File: config.mk
export PLATFORM = sky130hd
export DESIGN_NAME = config_check_error_reporter
export DESIGN_NICKNAME = d
export VERILOG_FILES = /design/src/counter_err_pkg.sv /design/src/error_list.sv /design/src/config_check_error_reporter.sv
export SDC_FILE = /design/constraint.sdc
export NUM_CORES = 2
export LEC_CHECK = 0
export BUFFER_PORTS_ARGS = -buffer_cell sky130_fd_sc_hd__clkbuf_2
export CAP_MARGIN = 20
export CORE_MARGIN = 3
export CORE_UTILIZATION = 60
export CTS_CLUSTER_DIAMETER = 120
export DETAILED_ROUTE_END_ITERATION = 16
export MAX_ROUTING_LAYER = met4
export PLACE_DENSITY = 0.77
export REMOVE_ABC_BUFFERS = 1
export SLEW_MARGIN = 5
export SYNTH_ARGS = -nofsm -noshare
export SYNTH_HDL_FRONTEND = slang
export SYNTH_SLANG_ARGS = --single-unit
File: constraint.sdc
create_clock -name core_clk -period 16.16 [get_ports core_clk]
set_clock_uncertainty 0.15 [all_clocks]
set_input_delay 0.808 -clock core_clk [delete_from_list [all_inputs] [get_ports core_clk]]
set_output_delay 0.808 -clock core_clk [all_outputs]
set_load 0.02 [all_outputs]
File: src/counter_err_pkg.sv
// Constants for configuration checking and error reporting of the counter unit
package counter_err_pkg;

  // ===========================================================================
  // Settings memory area placement
  localparam int unsigned AREA_BASE_WORD = 20000;
  localparam int unsigned AREA_UNIT_STRIDE = 100;
  localparam int unsigned ADDR_W = 16;
  localparam int unsigned UNIT_W = 7;

  // ===========================================================================
  // Word offsets inside one counter's block
  localparam int unsigned COUNTERS = 2;
  localparam int unsigned WORDS_PER_COUNTER = 14;
  localparam int unsigned AREA_WORDS = COUNTERS * WORDS_PER_COUNTER;
  localparam int unsigned OFF_TYPE = 0;
  localparam int unsigned OFF_MODE = 1;
  localparam int unsigned OFF_ERR_EN = 2;
  localparam int unsigned OFF_MIN = 3;
  localparam int unsigned OFF_MAX = 4;
  localparam int unsigned OFF_INIT = 5;
  localparam int unsigned OFF_DATA = 6;
  localparam int unsigned DATA_ENTRIES = 4;

  // ===========================================================================
  // Setting word encodings
  localparam logic [15:0] TYPE_CIRCULAR = 16'h0000;
  localparam logic [15:0] TYPE_LINEAR = 16'h0001;
  localparam logic [15:0] MODE_RANGE = 16'h0000;
  localparam logic [15:0] MODE_COMPARE = 16'h0001;
  localparam logic [15:0] SELECT_WORD_MAX = 16'h0001;

  // ===========================================================================
  // Check sequence
  localparam logic [3:0] CHECK_STEPS = 4'h9;
  localparam logic [3:0] STEP_BOUNDS = 4'h3;
  localparam logic [3:0] STEP_INIT = 4'h4;
  localparam logic [3:0] STEP_DATA = 4'h5;

  // ===========================================================================
  // Primary error codes
  localparam logic [15:0] CODE_OUT_OF_RANGE = 16'h0300;
  localparam logic [15:0] CODE_BAD_DIGIT = 16'h0310;
  localparam logic [15:0] CODE_BAD_INITIAL = 16'h0311;
  localparam logic [15:0] CODE_LIMITS_SWAPPED = 16'h0320;
  localparam logic [15:0] CODE_LIMIT_OUTSIDE = 16'h0330;
  localparam logic [15:0] CODE_DUPLICATE_CV = 16'h0331;
  localparam logic [15:0] CODE_OVERFLOW = 16'h0450;
  localparam logic [15:0] CODE_UNDERFLOW = 16'h0460;

  // ===========================================================================
  // Error list
  localparam int unsigned LIST_DEPTH = 30;
  localparam int unsigned LIST_PTR_W = 5;

  typedef enum logic [1:0] {
    ST_LOAD  = 2'b00,
    ST_CHECK = 2'b01,
    ST_RUN   = 2'b11,
    ST_HALT  = 2'b10
  } unit_state_type;

endpackage

File: src/error_list.sv
// Ordered error list with next-entry readout
`timescale 1ns/1ps
`default_nettype none
module error_list (
  // Clock and reset
  input  wire logic                                   core_clk,
  input  wire logic                                   sys_rst,
  // Control
  input  wire logic                                   clear,
  input  wire logic                                   push,
  input  wire logic [15:0]                            push_primary,
  input  wire logic [15:0]                            push_secondary,
  input  wire logic                                   advance_error_list,
  // Outputs
  output logic      [15:0]                            primary_error_word,
  output logic      [15:0]                            secondary_error_word,
  output logic                                        any_error_flag,
  output logic      [counter_err_pkg::LIST_PTR_W-1:0] entry_count
);
  import counter_err_pkg::*;

  logic [31:0]           entry_mem [0:LIST_DEPTH-1];
  logic [LIST_PTR_W-1:0] count_reg;
  logic [LIST_PTR_W-1:0] read_ptr_reg;
  logic                  advance_prev_reg;
  logic                  advance_pend_reg;
  logic                  advance_rise;

  assign advance_rise = advance_error_list & ~advance_prev_reg;
  assign entry_count  = count_reg;

  // ===========================================================================
  // Entry storage in order of arrival
  always_ff @(posedge core_clk) begin
    if (push && count_reg < LIST_PTR_W'(LIST_DEPTH)) begin
      entry_mem[count_reg] <= {push_primary, push_secondary};
    end
  end

  always_ff @(posedge core_clk) begin
    if (sys_rst || clear) begin
      count_reg <= '0;
    end else if (push && count_reg < LIST_PTR_W'(LIST_DEPTH)) begin
      count_reg <= count_reg + 1'b1;
    end
  end

  // ===========================================================================
  // Rising edge of the advance control, held while a push owns the words
  always_ff @(posedge core_clk) begin
    if (sys_rst) begin
      advance_prev_reg <= 1'b0;
      advance_pend_reg <= 1'b0;
    end else begin
      advance_prev_reg <= advance_error_list;
      if (clear) begin
        advance_pend_reg <= 1'b0;
      end else if (push) begin
        advance_pend_reg <= advance_pend_reg | advance_rise;
      end else begin
        advance_pend_reg <= 1'b0;
      end
    end
  end

  // ===========================================================================
  // Error code words and readout pointer
  always_ff @(posedge core_clk) begin
    if (sys_rst || clear) begin
      primary_error_word   <= 16'h0000;
      secondary_error_word <= 16'h0000;
      read_ptr_reg         <= '0;
    end else if (push) begin
      primary_error_word   <= push_primary;
      secondary_error_word <= push_secondary;
    end else if (advance_rise || advance_pend_reg) begin
      if (read_ptr_reg >= count_reg) begin
        primary_error_word   <= 16'h0000;
        secondary_error_word <= 16'h0000;
        read_ptr_reg         <= '0;
      end else begin
        primary_error_word   <= entry_mem[read_ptr_reg][31:16];
        secondary_error_word <= entry_mem[read_ptr_reg][15:0];
        read_ptr_reg         <= read_ptr_reg + 1'b1;
      end
    end
  end

  always_ff @(posedge core_clk) begin
    if (sys_rst || clear) begin
      any_error_flag <= 1'b0;
    end else if (push) begin
      any_error_flag <= 1'b1;
    end
  end

endmodule
`default_nettype wire

File: src/config_check_error_reporter.sv
// Configuration checker and error reporter for the two-channel counter unit
//
// Contract
// - Settings are checked only in initialization after reset or unit restart.
// - A failed check records the error and stops all counting.
// - First setting word is 20000 plus 100 times unit number; offsets from it.
// - Out of range setting word gives 0300 with its BCD offset.
// - BCD word with a digit above 9 gives 0310 with its BCD offset.
// - Initial value outside counting range gives 0311 with its BCD offset.
// - Upper limit below lower limit gives 0320 naming counter and range.
// - Counter errors carry data number in bits 11:0, counter number in 15:12.
// - Range mode limit outside counting range gives 0330 with counter and range.
// - Comparison value outside counting range gives 0330 with counter and value.
// - Equal comparison values of one counter give 0331 with counter and value.
// - Overflow and underflow are reported only for enabled linear counters.
// - Enabled linear counter overflow gives 0450 with counter number.
// - Enabled linear counter underflow gives 0460 with counter number.
// - Host reads stored errors via the advance control through both code words.
// - Any error copies codes to the words, logs it, sets the error flag.
// - Up to thirty errors are kept in order of occurrence.
// - Each advance edge loads next entry; past the last gives zero, then wraps.
`timescale 1ns/1ps
`default_nettype none
module config_check_error_reporter (
  // Clock and reset
  input  wire logic                                   core_clk,
  input  wire logic                                   sys_rst,
  // Unit control
  input  wire logic [counter_err_pkg::UNIT_W-1:0]     unit_number,
  input  wire logic                                   unit_restart,
  output logic                                        count_enable,
  output logic                                        init_busy,
  // Settings memory area read port
  output logic      [counter_err_pkg::ADDR_W-1:0]     settings_addr,
  output logic                                        settings_rd,
  input  wire logic [15:0]                            settings_data,
  // Counter events
  input  wire logic [1:0]                             overflow_event,
  input  wire logic [1:0]                             underflow_event,
  // Error reporting
  input  wire logic                                   advance_error_list,
  output logic      [15:0]                            primary_error_word,
  output logic      [15:0]                            secondary_error_word,
  output logic                                        any_error_flag,
  output logic      [counter_err_pkg::LIST_PTR_W-1:0] error_count
);
  import counter_err_pkg::*;

  unit_state_type state_reg;
  logic [15:0]           settings_reg [0:AREA_WORDS-1];
  logic [ADDR_W-1:0]     base_reg;
  logic [LIST_PTR_W-1:0] issue_idx_reg;
  logic [LIST_PTR_W-1:0] capture_idx_reg;
  logic                  capture_valid_reg;
  logic                  chk_ctr_reg;
  logic [3:0]            chk_sub_reg;
  logic                  found_reg;
  logic [3:0]            pending_reg;
  logic                  chk_hit;
  logic [15:0]           chk_primary;
  logic [15:0]           chk_secondary;
  logic                  push;
  logic [15:0]           push_primary;
  logic [15:0]           push_secondary;
  logic [1:0]            event_allowed;
  logic                  last_step;

  // ===========================================================================
  // Helpers
  function automatic logic bcd_bad(input logic [15:0] w);
    bcd_bad = (w[3:0] > 4'h9) || (w[7:4] > 4'h9) || (w[11:8] > 4'h9) || (w[15:12] > 4'h9);
  endfunction

  function automatic logic [15:0] offset_bcd(input logic [LIST_PTR_W-1:0] off);
    logic [LIST_PTR_W-1:0] tens;
    logic [LIST_PTR_W-1:0] ones;
    tens = off / LIST_PTR_W'(10);
    ones = off % LIST_PTR_W'(10);
    offset_bcd = {8'h00, tens[3:0], ones[3:0]};
  endfunction

  function automatic logic [15:0] word_at(input logic ctr, input logic [3:0] off);
    logic [LIST_PTR_W-1:0] idx;
    idx = (ctr ? LIST_PTR_W'(WORDS_PER_COUNTER) : '0) + LIST_PTR_W'(off);
    word_at = settings_reg[idx];
  endfunction

  // ===========================================================================
  // Sequence control
  assign last_step = (chk_sub_reg == CHECK_STEPS - 4'h1) && chk_ctr_reg;

  always_ff @(posedge core_clk) begin
    if (sys_rst || unit_restart) begin
      state_reg <= ST_LOAD;
    end else begin
      case (state_reg)
        ST_LOAD: begin
          if (capture_valid_reg && capture_idx_reg == LIST_PTR_W'(AREA_WORDS - 1)) begin
            state_reg <= ST_CHECK;
          end
        end
        ST_CHECK: begin
          if (last_step) begin
            state_reg <= (found_reg || chk_hit) ? ST_HALT : ST_RUN;
          end
        end
        ST_RUN:  state_reg <= ST_RUN;
        ST_HALT: state_reg <= ST_HALT;
        default: state_reg <= ST_LOAD;
      endcase
    end
  end

  assign count_enable = (state_reg == ST_RUN);
  assign init_busy    = (state_reg == ST_LOAD) || (state_reg == ST_CHECK);

  // ===========================================================================
  // Settings fetch, one word per cycle, data one cycle after the read strobe
  always_ff @(posedge core_clk) begin
    if (sys_rst || unit_restart) begin
      base_reg <= '0;
    end else if (state_reg == ST_LOAD && issue_idx_reg == '0) begin
      base_reg <= ADDR_W'(AREA_BASE_WORD) + ADDR_W'(AREA_UNIT_STRIDE) * ADDR_W'(unit_number);
    end
  end

  always_ff @(posedge core_clk) begin
    if (sys_rst || unit_restart) begin
      issue_idx_reg     <= '0;
      settings_rd       <= 1'b0;
      settings_addr     <= '0;
      capture_valid_reg <= 1'b0;
      capture_idx_reg   <= '0;
    end else begin
      capture_valid_reg <= settings_rd;
      capture_idx_reg   <= issue_idx_reg - LIST_PTR_W'(2);
      settings_rd       <= 1'b0;
      if (state_reg == ST_LOAD && issue_idx_reg != '0
          && issue_idx_reg <= LIST_PTR_W'(AREA_WORDS)) begin
        settings_rd   <= 1'b1;
        settings_addr <= base_reg + ADDR_W'(issue_idx_reg - 1'b1);
      end
      if (state_reg == ST_LOAD && issue_idx_reg <= LIST_PTR_W'(AREA_WORDS)) begin
        issue_idx_reg <= issue_idx_reg + 1'b1;
      end
    end
  end

  always_ff @(posedge core_clk) begin
    if (capture_valid_reg) begin
      settings_reg[capture_idx_reg] <= settings_data;
    end
  end

  // ===========================================================================
  // Check steps: select words, bounds, initial value, four data entries
  always_ff @(posedge core_clk) begin
    if (sys_rst || unit_restart) begin
      chk_ctr_reg <= 1'b0;
      chk_sub_reg <= 4'h0;
      found_reg   <= 1'b0;
    end else if (state_reg == ST_CHECK) begin
      found_reg <= found_reg | chk_hit;
      if (chk_sub_reg == CHECK_STEPS - 4'h1) begin
        chk_sub_reg <= 4'h0;
        chk_ctr_reg <= 1'b1;
      end else begin
        chk_sub_reg <= chk_sub_reg + 4'h1;
      end
    end
  end

  always_comb begin
    logic [15:0] cmin;
    logic [15:0] cmax;
    logic [15:0] w;
    logic [15:0] lo;
    logic [15:0] hi;
    logic [3:0]  e;
    logic [LIST_PTR_W-1:0] base_off;
    cmin          = word_at(chk_ctr_reg, 4'(OFF_MIN));
    cmax          = word_at(chk_ctr_reg, 4'(OFF_MAX));
    w             = word_at(chk_ctr_reg, chk_sub_reg);
    e             = chk_sub_reg - STEP_DATA;
    lo            = word_at(chk_ctr_reg, 4'(OFF_DATA) + {e[2:0], 1'b0});
    hi            = word_at(chk_ctr_reg, 4'(OFF_DATA) + {e[2:0], 1'b1});
    base_off      = chk_ctr_reg ? LIST_PTR_W'(WORDS_PER_COUNTER) : '0;
    chk_hit       = 1'b0;
    chk_primary   = 16'h0000;
    chk_secondary = {4'(chk_ctr_reg) + 4'h1, 8'h00, e + 4'h1};
    if (chk_sub_reg < STEP_BOUNDS) begin
      chk_secondary = offset_bcd(base_off + LIST_PTR_W'(chk_sub_reg));
      if (bcd_bad(w)) begin
        chk_hit     = 1'b1;
        chk_primary = CODE_BAD_DIGIT;
      end else if (w > SELECT_WORD_MAX) begin
        chk_hit     = 1'b1;
        chk_primary = CODE_OUT_OF_RANGE;
      end
    end else if (chk_sub_reg == STEP_BOUNDS) begin
      chk_secondary = offset_bcd(base_off + LIST_PTR_W'(OFF_MAX));
      if (cmax < cmin) begin
        chk_hit     = 1'b1;
        chk_primary = CODE_OUT_OF_RANGE;
      end
    end else if (chk_sub_reg == STEP_INIT) begin
      chk_secondary = offset_bcd(base_off + LIST_PTR_W'(OFF_INIT));
      w             = word_at(chk_ctr_reg, 4'(OFF_INIT));
      if (w < cmin || w > cmax) begin
        chk_hit     = 1'b1;
        chk_primary = CODE_BAD_INITIAL;
      end
    end else if (word_at(chk_ctr_reg, 4'(OFF_MODE)) == MODE_RANGE) begin
      if (hi < lo) begin
        chk_hit     = 1'b1;
        chk_primary = CODE_LIMITS_SWAPPED;
      end else if (lo < cmin || hi > cmax) begin
        chk_hit     = 1'b1;
        chk_primary = CODE_LIMIT_OUTSIDE;
      end
    end else begin
      lo = word_at(chk_ctr_reg, 4'(OFF_DATA) + e);
      if (lo < cmin || lo > cmax) begin
        chk_hit     = 1'b1;
        chk_primary = CODE_LIMIT_OUTSIDE;
      end else begin
        for (int i = 0; i < DATA_ENTRIES; i++) begin
          if (4'(i) < e && word_at(chk_ctr_reg, 4'(OFF_DATA + i)) == lo) begin
            chk_hit     = 1'b1;
            chk_primary = CODE_DUPLICATE_CV;
          end
        end
      end
    end
  end

  // ===========================================================================
  // Run-time overflow and underflow, held until logged
  always_comb begin
    for (int c = 0; c < COUNTERS; c++) begin
      event_allowed[c] = (word_at(1'(c), 4'(OFF_TYPE)) == TYPE_LINEAR)
                         && (word_at(1'(c), 4'(OFF_ERR_EN)) != 16'h0000);
    end
  end

  always_ff @(posedge core_clk) begin
    if (sys_rst || unit_restart) begin
      pending_reg <= 4'h0;
    end else if (state_reg == ST_RUN) begin
      pending_reg <= (pending_reg & ~(push ? (pending_reg & -pending_reg) : 4'h0))
                     | {underflow_event & event_allowed, overflow_event & event_allowed};
    end
  end

  always_comb begin
    push           = 1'b0;
    push_primary   = 16'h0000;
    push_secondary = 16'h0000;
    if (state_reg == ST_CHECK) begin
      push           = chk_hit;
      push_primary   = chk_primary;
      push_secondary = chk_secondary;
    end else if (state_reg == ST_RUN && pending_reg != 4'h0) begin
      push = 1'b1;
      if (pending_reg[1:0] != 2'b00) begin
        push_primary   = CODE_OVERFLOW;
        push_secondary = pending_reg[0] ? 16'h0001 : 16'h0002;
      end else begin
        push_primary   = CODE_UNDERFLOW;
        push_secondary = pending_reg[2] ? 16'h0001 : 16'h0002;
      end
    end
  end

  // ===========================================================================
  // Error list and code words
  error_list u_error_list (
    .core_clk             (core_clk),
    .sys_rst              (sys_rst),
    .clear                (unit_restart),
    .push                 (push),
    .push_primary         (push_primary),
    .push_secondary       (push_secondary),
    .advance_error_list   (advance_error_list),
    .primary_error_word   (primary_error_word),
    .secondary_error_word (secondary_error_word),
    .any_error_flag       (any_error_flag),
    .entry_count          (error_count)
  );

endmodule
`default_nettype wire

==> key figures <==
Timing
  • Number of slew-limit violations in the final report: 0
  • Final Cycle Share: 67.1%
  • Worst-Margin Slew: 1210 ps
  • Final setup violation count: 0
  • Worst setup margin: 5320 ps
  • Hold Violations, Final: 0
  • Time the final worst path needs with I/O delays and setup: 10840 ps
  • Max frequency: 92.3 MHz
  • Setup TNS: 0 ps
  • RSZ-0062 raised after global routing: no
  • Worst slew margin relative to its limit: 19.1%

Detailed routing
  • First-iteration detailed-routing DRC count: 4680
  • Post-detailed-route DRC marker count: 0
  • Post-Route WL: 179 mm
  • Via density per instance: 7.45
  • Post-detailed-route count of antenna-violating nets: 0
  • DR WL/cell: 38.5 um
  • Vias after detailed routing: 34600
  • Drt first pass iters: 6

Run
  • Max-cap violation count: 0

Critical path
  • Kind of cell with the highest combined delay on the critical path: buffers and inverters
  • Worst path arrival time: 11110 ps
  • Path type of the worst setup path: reg -> reg
  • Required time at the endpoint of the critical path: 16430 ps
  • Peak fanout along the critical path: 55
  • Critical Path Sink Type: flop
  • Critical Path Start Type: flop
  • Critical path buffer and inverter count: 5
  • Critical Path Slowest Stage Cell: sky130_fd_sc_hd__fa_4
  • R2R setup slack: 5320 ps
  • Critical Path Max Stage Delay: 1100 ps

Floorplanning
  • Area of the core: 0.0826 mm2
  • Die footprint: 0.0874 mm2
  • Die Span Y: 296 um
  • Width of the die: 296 um
  • Top-level port count: 88
  • Number of standard-cell rows in the floorplan: 105
  • Initial cell density of the core: 60.9%

Logic synthesis
  • Register bit total from synthesis: 923
  • EDFF count, synth: 838
  • Warnings, synthesis: 0
  • Mapped cell area: 0.0503 mm2
  • Prevailing post-synth register cell: sky130_fd_sc_hd__edfxtp_1
  • Count of mapped cells out of synthesis: 3421
  • Synthesized area divided by synthesized cell count: 14.7 um2
  • Async S/R FF share, synth: 0%
  • Distinct cells, synth: 90
  • Proportion of synthesized chip area in sequential cells: 53.4%

Status
  • Run status: completed

Layout
  • Layout Cell Area excl Fill: 0.0558 mm2
  • Max reg flops: 448
  • # nets final: 3720
  • Share of cells above drive strength 1: 25.5%
  • Synth-to-layout area growth: 10.9%
  • Share of the core filled with cells in the final layout: 67.5%
  • Filler instances: 5468

Power and ir drop
  • Power Density: 91.3 mW/mm2
  • Pleak: 18.6 nW
  • Worst-case vdd ir drop: 0.0000951 V

CTS
  • Num Clock Sinks: 923
  • CTS clk-pin slew, worst paths: 60 ps
  • Number of resized instances in the post-cts repair step: 0
  • Clock latency on the worst-skew pair: 680 ps
  • Clock buffer count from CTS: 93
  • Clock root cell: sky130_fd_sc_hd__clkbuf_16
  • Number of buffers inserted by hold repair at cts: 0
  • H-tree depth reported by CTS: 3
  • Number of buffers on the longest clock path: 3
  • Count of buffers added by post-CTS timing repair for setup: 0
  • Clock tree from TritonCTS: yes

Placed design
  • HPWL after detailed placement: 125 mm
  • Cell area after placement: 0.0524 mm2
  • Port bufs: 70
  • Worst slack at placement: 5460 ps
  • Routability congestion estimate: 1.11

GRT
  • Initial antenna violation count: 12
  • Global router's overall resource usage: 42.6%
  • Maximum number of pins on one net before global-route repair: 78
  • Total grt overflow: 0
  • Global-route wire length before repair: 252 mm
  • Number of global-route vias before repair: 34000

Min path
  • Class of the tightest hold or removal check: in -> reg
[per-stage QoR]
stage,power (W),cells,hold slack [ps]
detailed placement,0.00281,4461,297
global placement,0.00281,4459,293
global route,0.00522,4648,201
floorplan,0.00276,3209,286
finish,0.00509,4651,209
CTS,0.00510,4636,191
[final cells by class]
| cell class | instances | area (um2) | share of cell area (%) |
|---|---|---|---|
| timing repair buffer | 186 | 1300 | 2.33 |
| inverter | 94 | 353 | 0.632 |
| sequential | 923 | 26900 | 48.2 |
| tap | 1070 | 1340 | 2.40 |
| clock buffer | 112 | 2470 | 4.43 |
| clock inverter | 63 | 842 | 1.51 |
| antenna | 11 | 27.5 | 0.0493 |
| multi-input combinational | 2192 | 22600 | 40.5 |
[path summary, 6_finish.rpt]
kind	cells past startpoint	startpoint	end
worst max-delay path	25	chk_sub_reg[0]	u_error_list.entry_mem[6][2]
worst min-delay path	2	sys_rst	u_error_list.advance_prev_reg
worst max register to register	25	chk_sub_reg[0]	u_error_list.entry_mem[6][2]
worst min register to register	2	settings_addr[10]	settings_addr[10]
[where the power goes]
part,switching [W],internal [W]
registers,0.00000705,0.00259
logic,0.000115,0.0000611
clock network,0.000960,0.00136
[cells by family after synthesis]
| kind of cell | share of synthesized area, % |
|---|---|
| flops | 53.4 |
| mux | 24.0 |
| simple gates | 6.24 |
| compound gates | 6.67 |
| buf+inv | 2.90 |
| fa+ha+maj | 5.06 |
| xor+xnor | 1.72 |
| other cells | 0.00745 |
[Yosys cell counts (9+ instances only)]
cell type	count	area share (%)
sky130_fd_sc_hd__nor2_1	203	1.5
sky130_fd_sc_hd__a31oi_1	18	0.22
sky130_fd_sc_hd__mux4_2	385	17
sky130_fd_sc_hd__buf_6	9	0.20
sky130_fd_sc_hd__xor2_1	44	0.77
sky130_fd_sc_hd__nor4_1	62	0.77
sky130_fd_sc_hd__nand2b_1	15	0.19
sky130_fd_sc_hd__inv_1	91	0.68
sky130_fd_sc_hd__a21o_1	47	0.70
sky130_fd_sc_hd__edfxtp_1	838	50
sky130_fd_sc_hd__nand2_1	145	1.1
sky130_fd_sc_hd__mux2_2	75	1.7
sky130_fd_sc_hd__o22ai_1	16	0.20
sky130_fd_sc_hd__nor3_1	63	0.63
sky130_fd_sc_hd__nor2b_1	21	0.26
sky130_fd_sc_hd__a31o_2	11	0.19
sky130_fd_sc_hd__o21bai_1	9	0.13
sky130_fd_sc_hd__clkbuf_1	110	0.82
sky130_fd_sc_hd__a211oi_1	45	0.67
sky130_fd_sc_hd__a22oi_1	13	0.19
sky130_fd_sc_hd__nand4_1	36	0.45
sky130_fd_sc_hd__dfxtp_1	85	3.4
sky130_fd_sc_hd__or3_1	11	0.14
sky130_fd_sc_hd__buf_1	34	0.25
sky130_fd_sc_hd__ha_1	193	4.8
sky130_fd_sc_hd__o31ai_1	14	0.21
sky130_fd_sc_hd__o21ai_0	58	0.58
sky130_fd_sc_hd__nand3b_1	10	0.15
sky130_fd_sc_hd__o21a_1	14	0.21
sky130_fd_sc_hd__buf_2	40	0.40
sky130_fd_sc_hd__nand3_1	37	0.37
sky130_fd_sc_hd__mux2i_1	253	5.0
sky130_fd_sc_hd__buf_4	35	0.52
sky130_fd_sc_hd__xnor2_1	53	0.92
sky130_fd_sc_hd__a21oi_1	180	1.8
[placed cells by master, fill, tap and decap left out, types with 51 or more instances in the layout]
cell type,instances
sky130_fd_sc_hd__mux2_2,75
sky130_fd_sc_hd__mux2i_1,253
sky130_fd_sc_hd__ha_1,190
sky130_fd_sc_hd__nor2_1,172
sky130_fd_sc_hd__dfxtp_1,79
sky130_fd_sc_hd__nor3_1,59
sky130_fd_sc_hd__clkbuf_16,95
sky130_fd_sc_hd__nand2_1,145
sky130_fd_sc_hd__buf_4,110
sky130_fd_sc_hd__edfxtp_1,838
sky130_fd_sc_hd__clkbuf_2,70
sky130_fd_sc_hd__xnor2_1,51
sky130_fd_sc_hd__a21oi_1,177
sky130_fd_sc_hd__mux4_2,385
sky130_fd_sc_hd__o21ai_0,58
sky130_fd_sc_hd__inv_1,91
[routing by layer]
| metal | up-vias | global-route usage (%) | share of wire (%) |
|---|---|---|---|
| met4 | 0 | 26.0 | 7.7 |
| li1 | 13900 | - | - |
| met5 | - | - | 0 |
| met1 | 17500 | 53.3 | 36 |
| met3 | 585 | 10.3 | 11 |
| met2 | 2636 | 63.5 | 45 |
No activity file was read; power rests on OpenSTA's default activity.
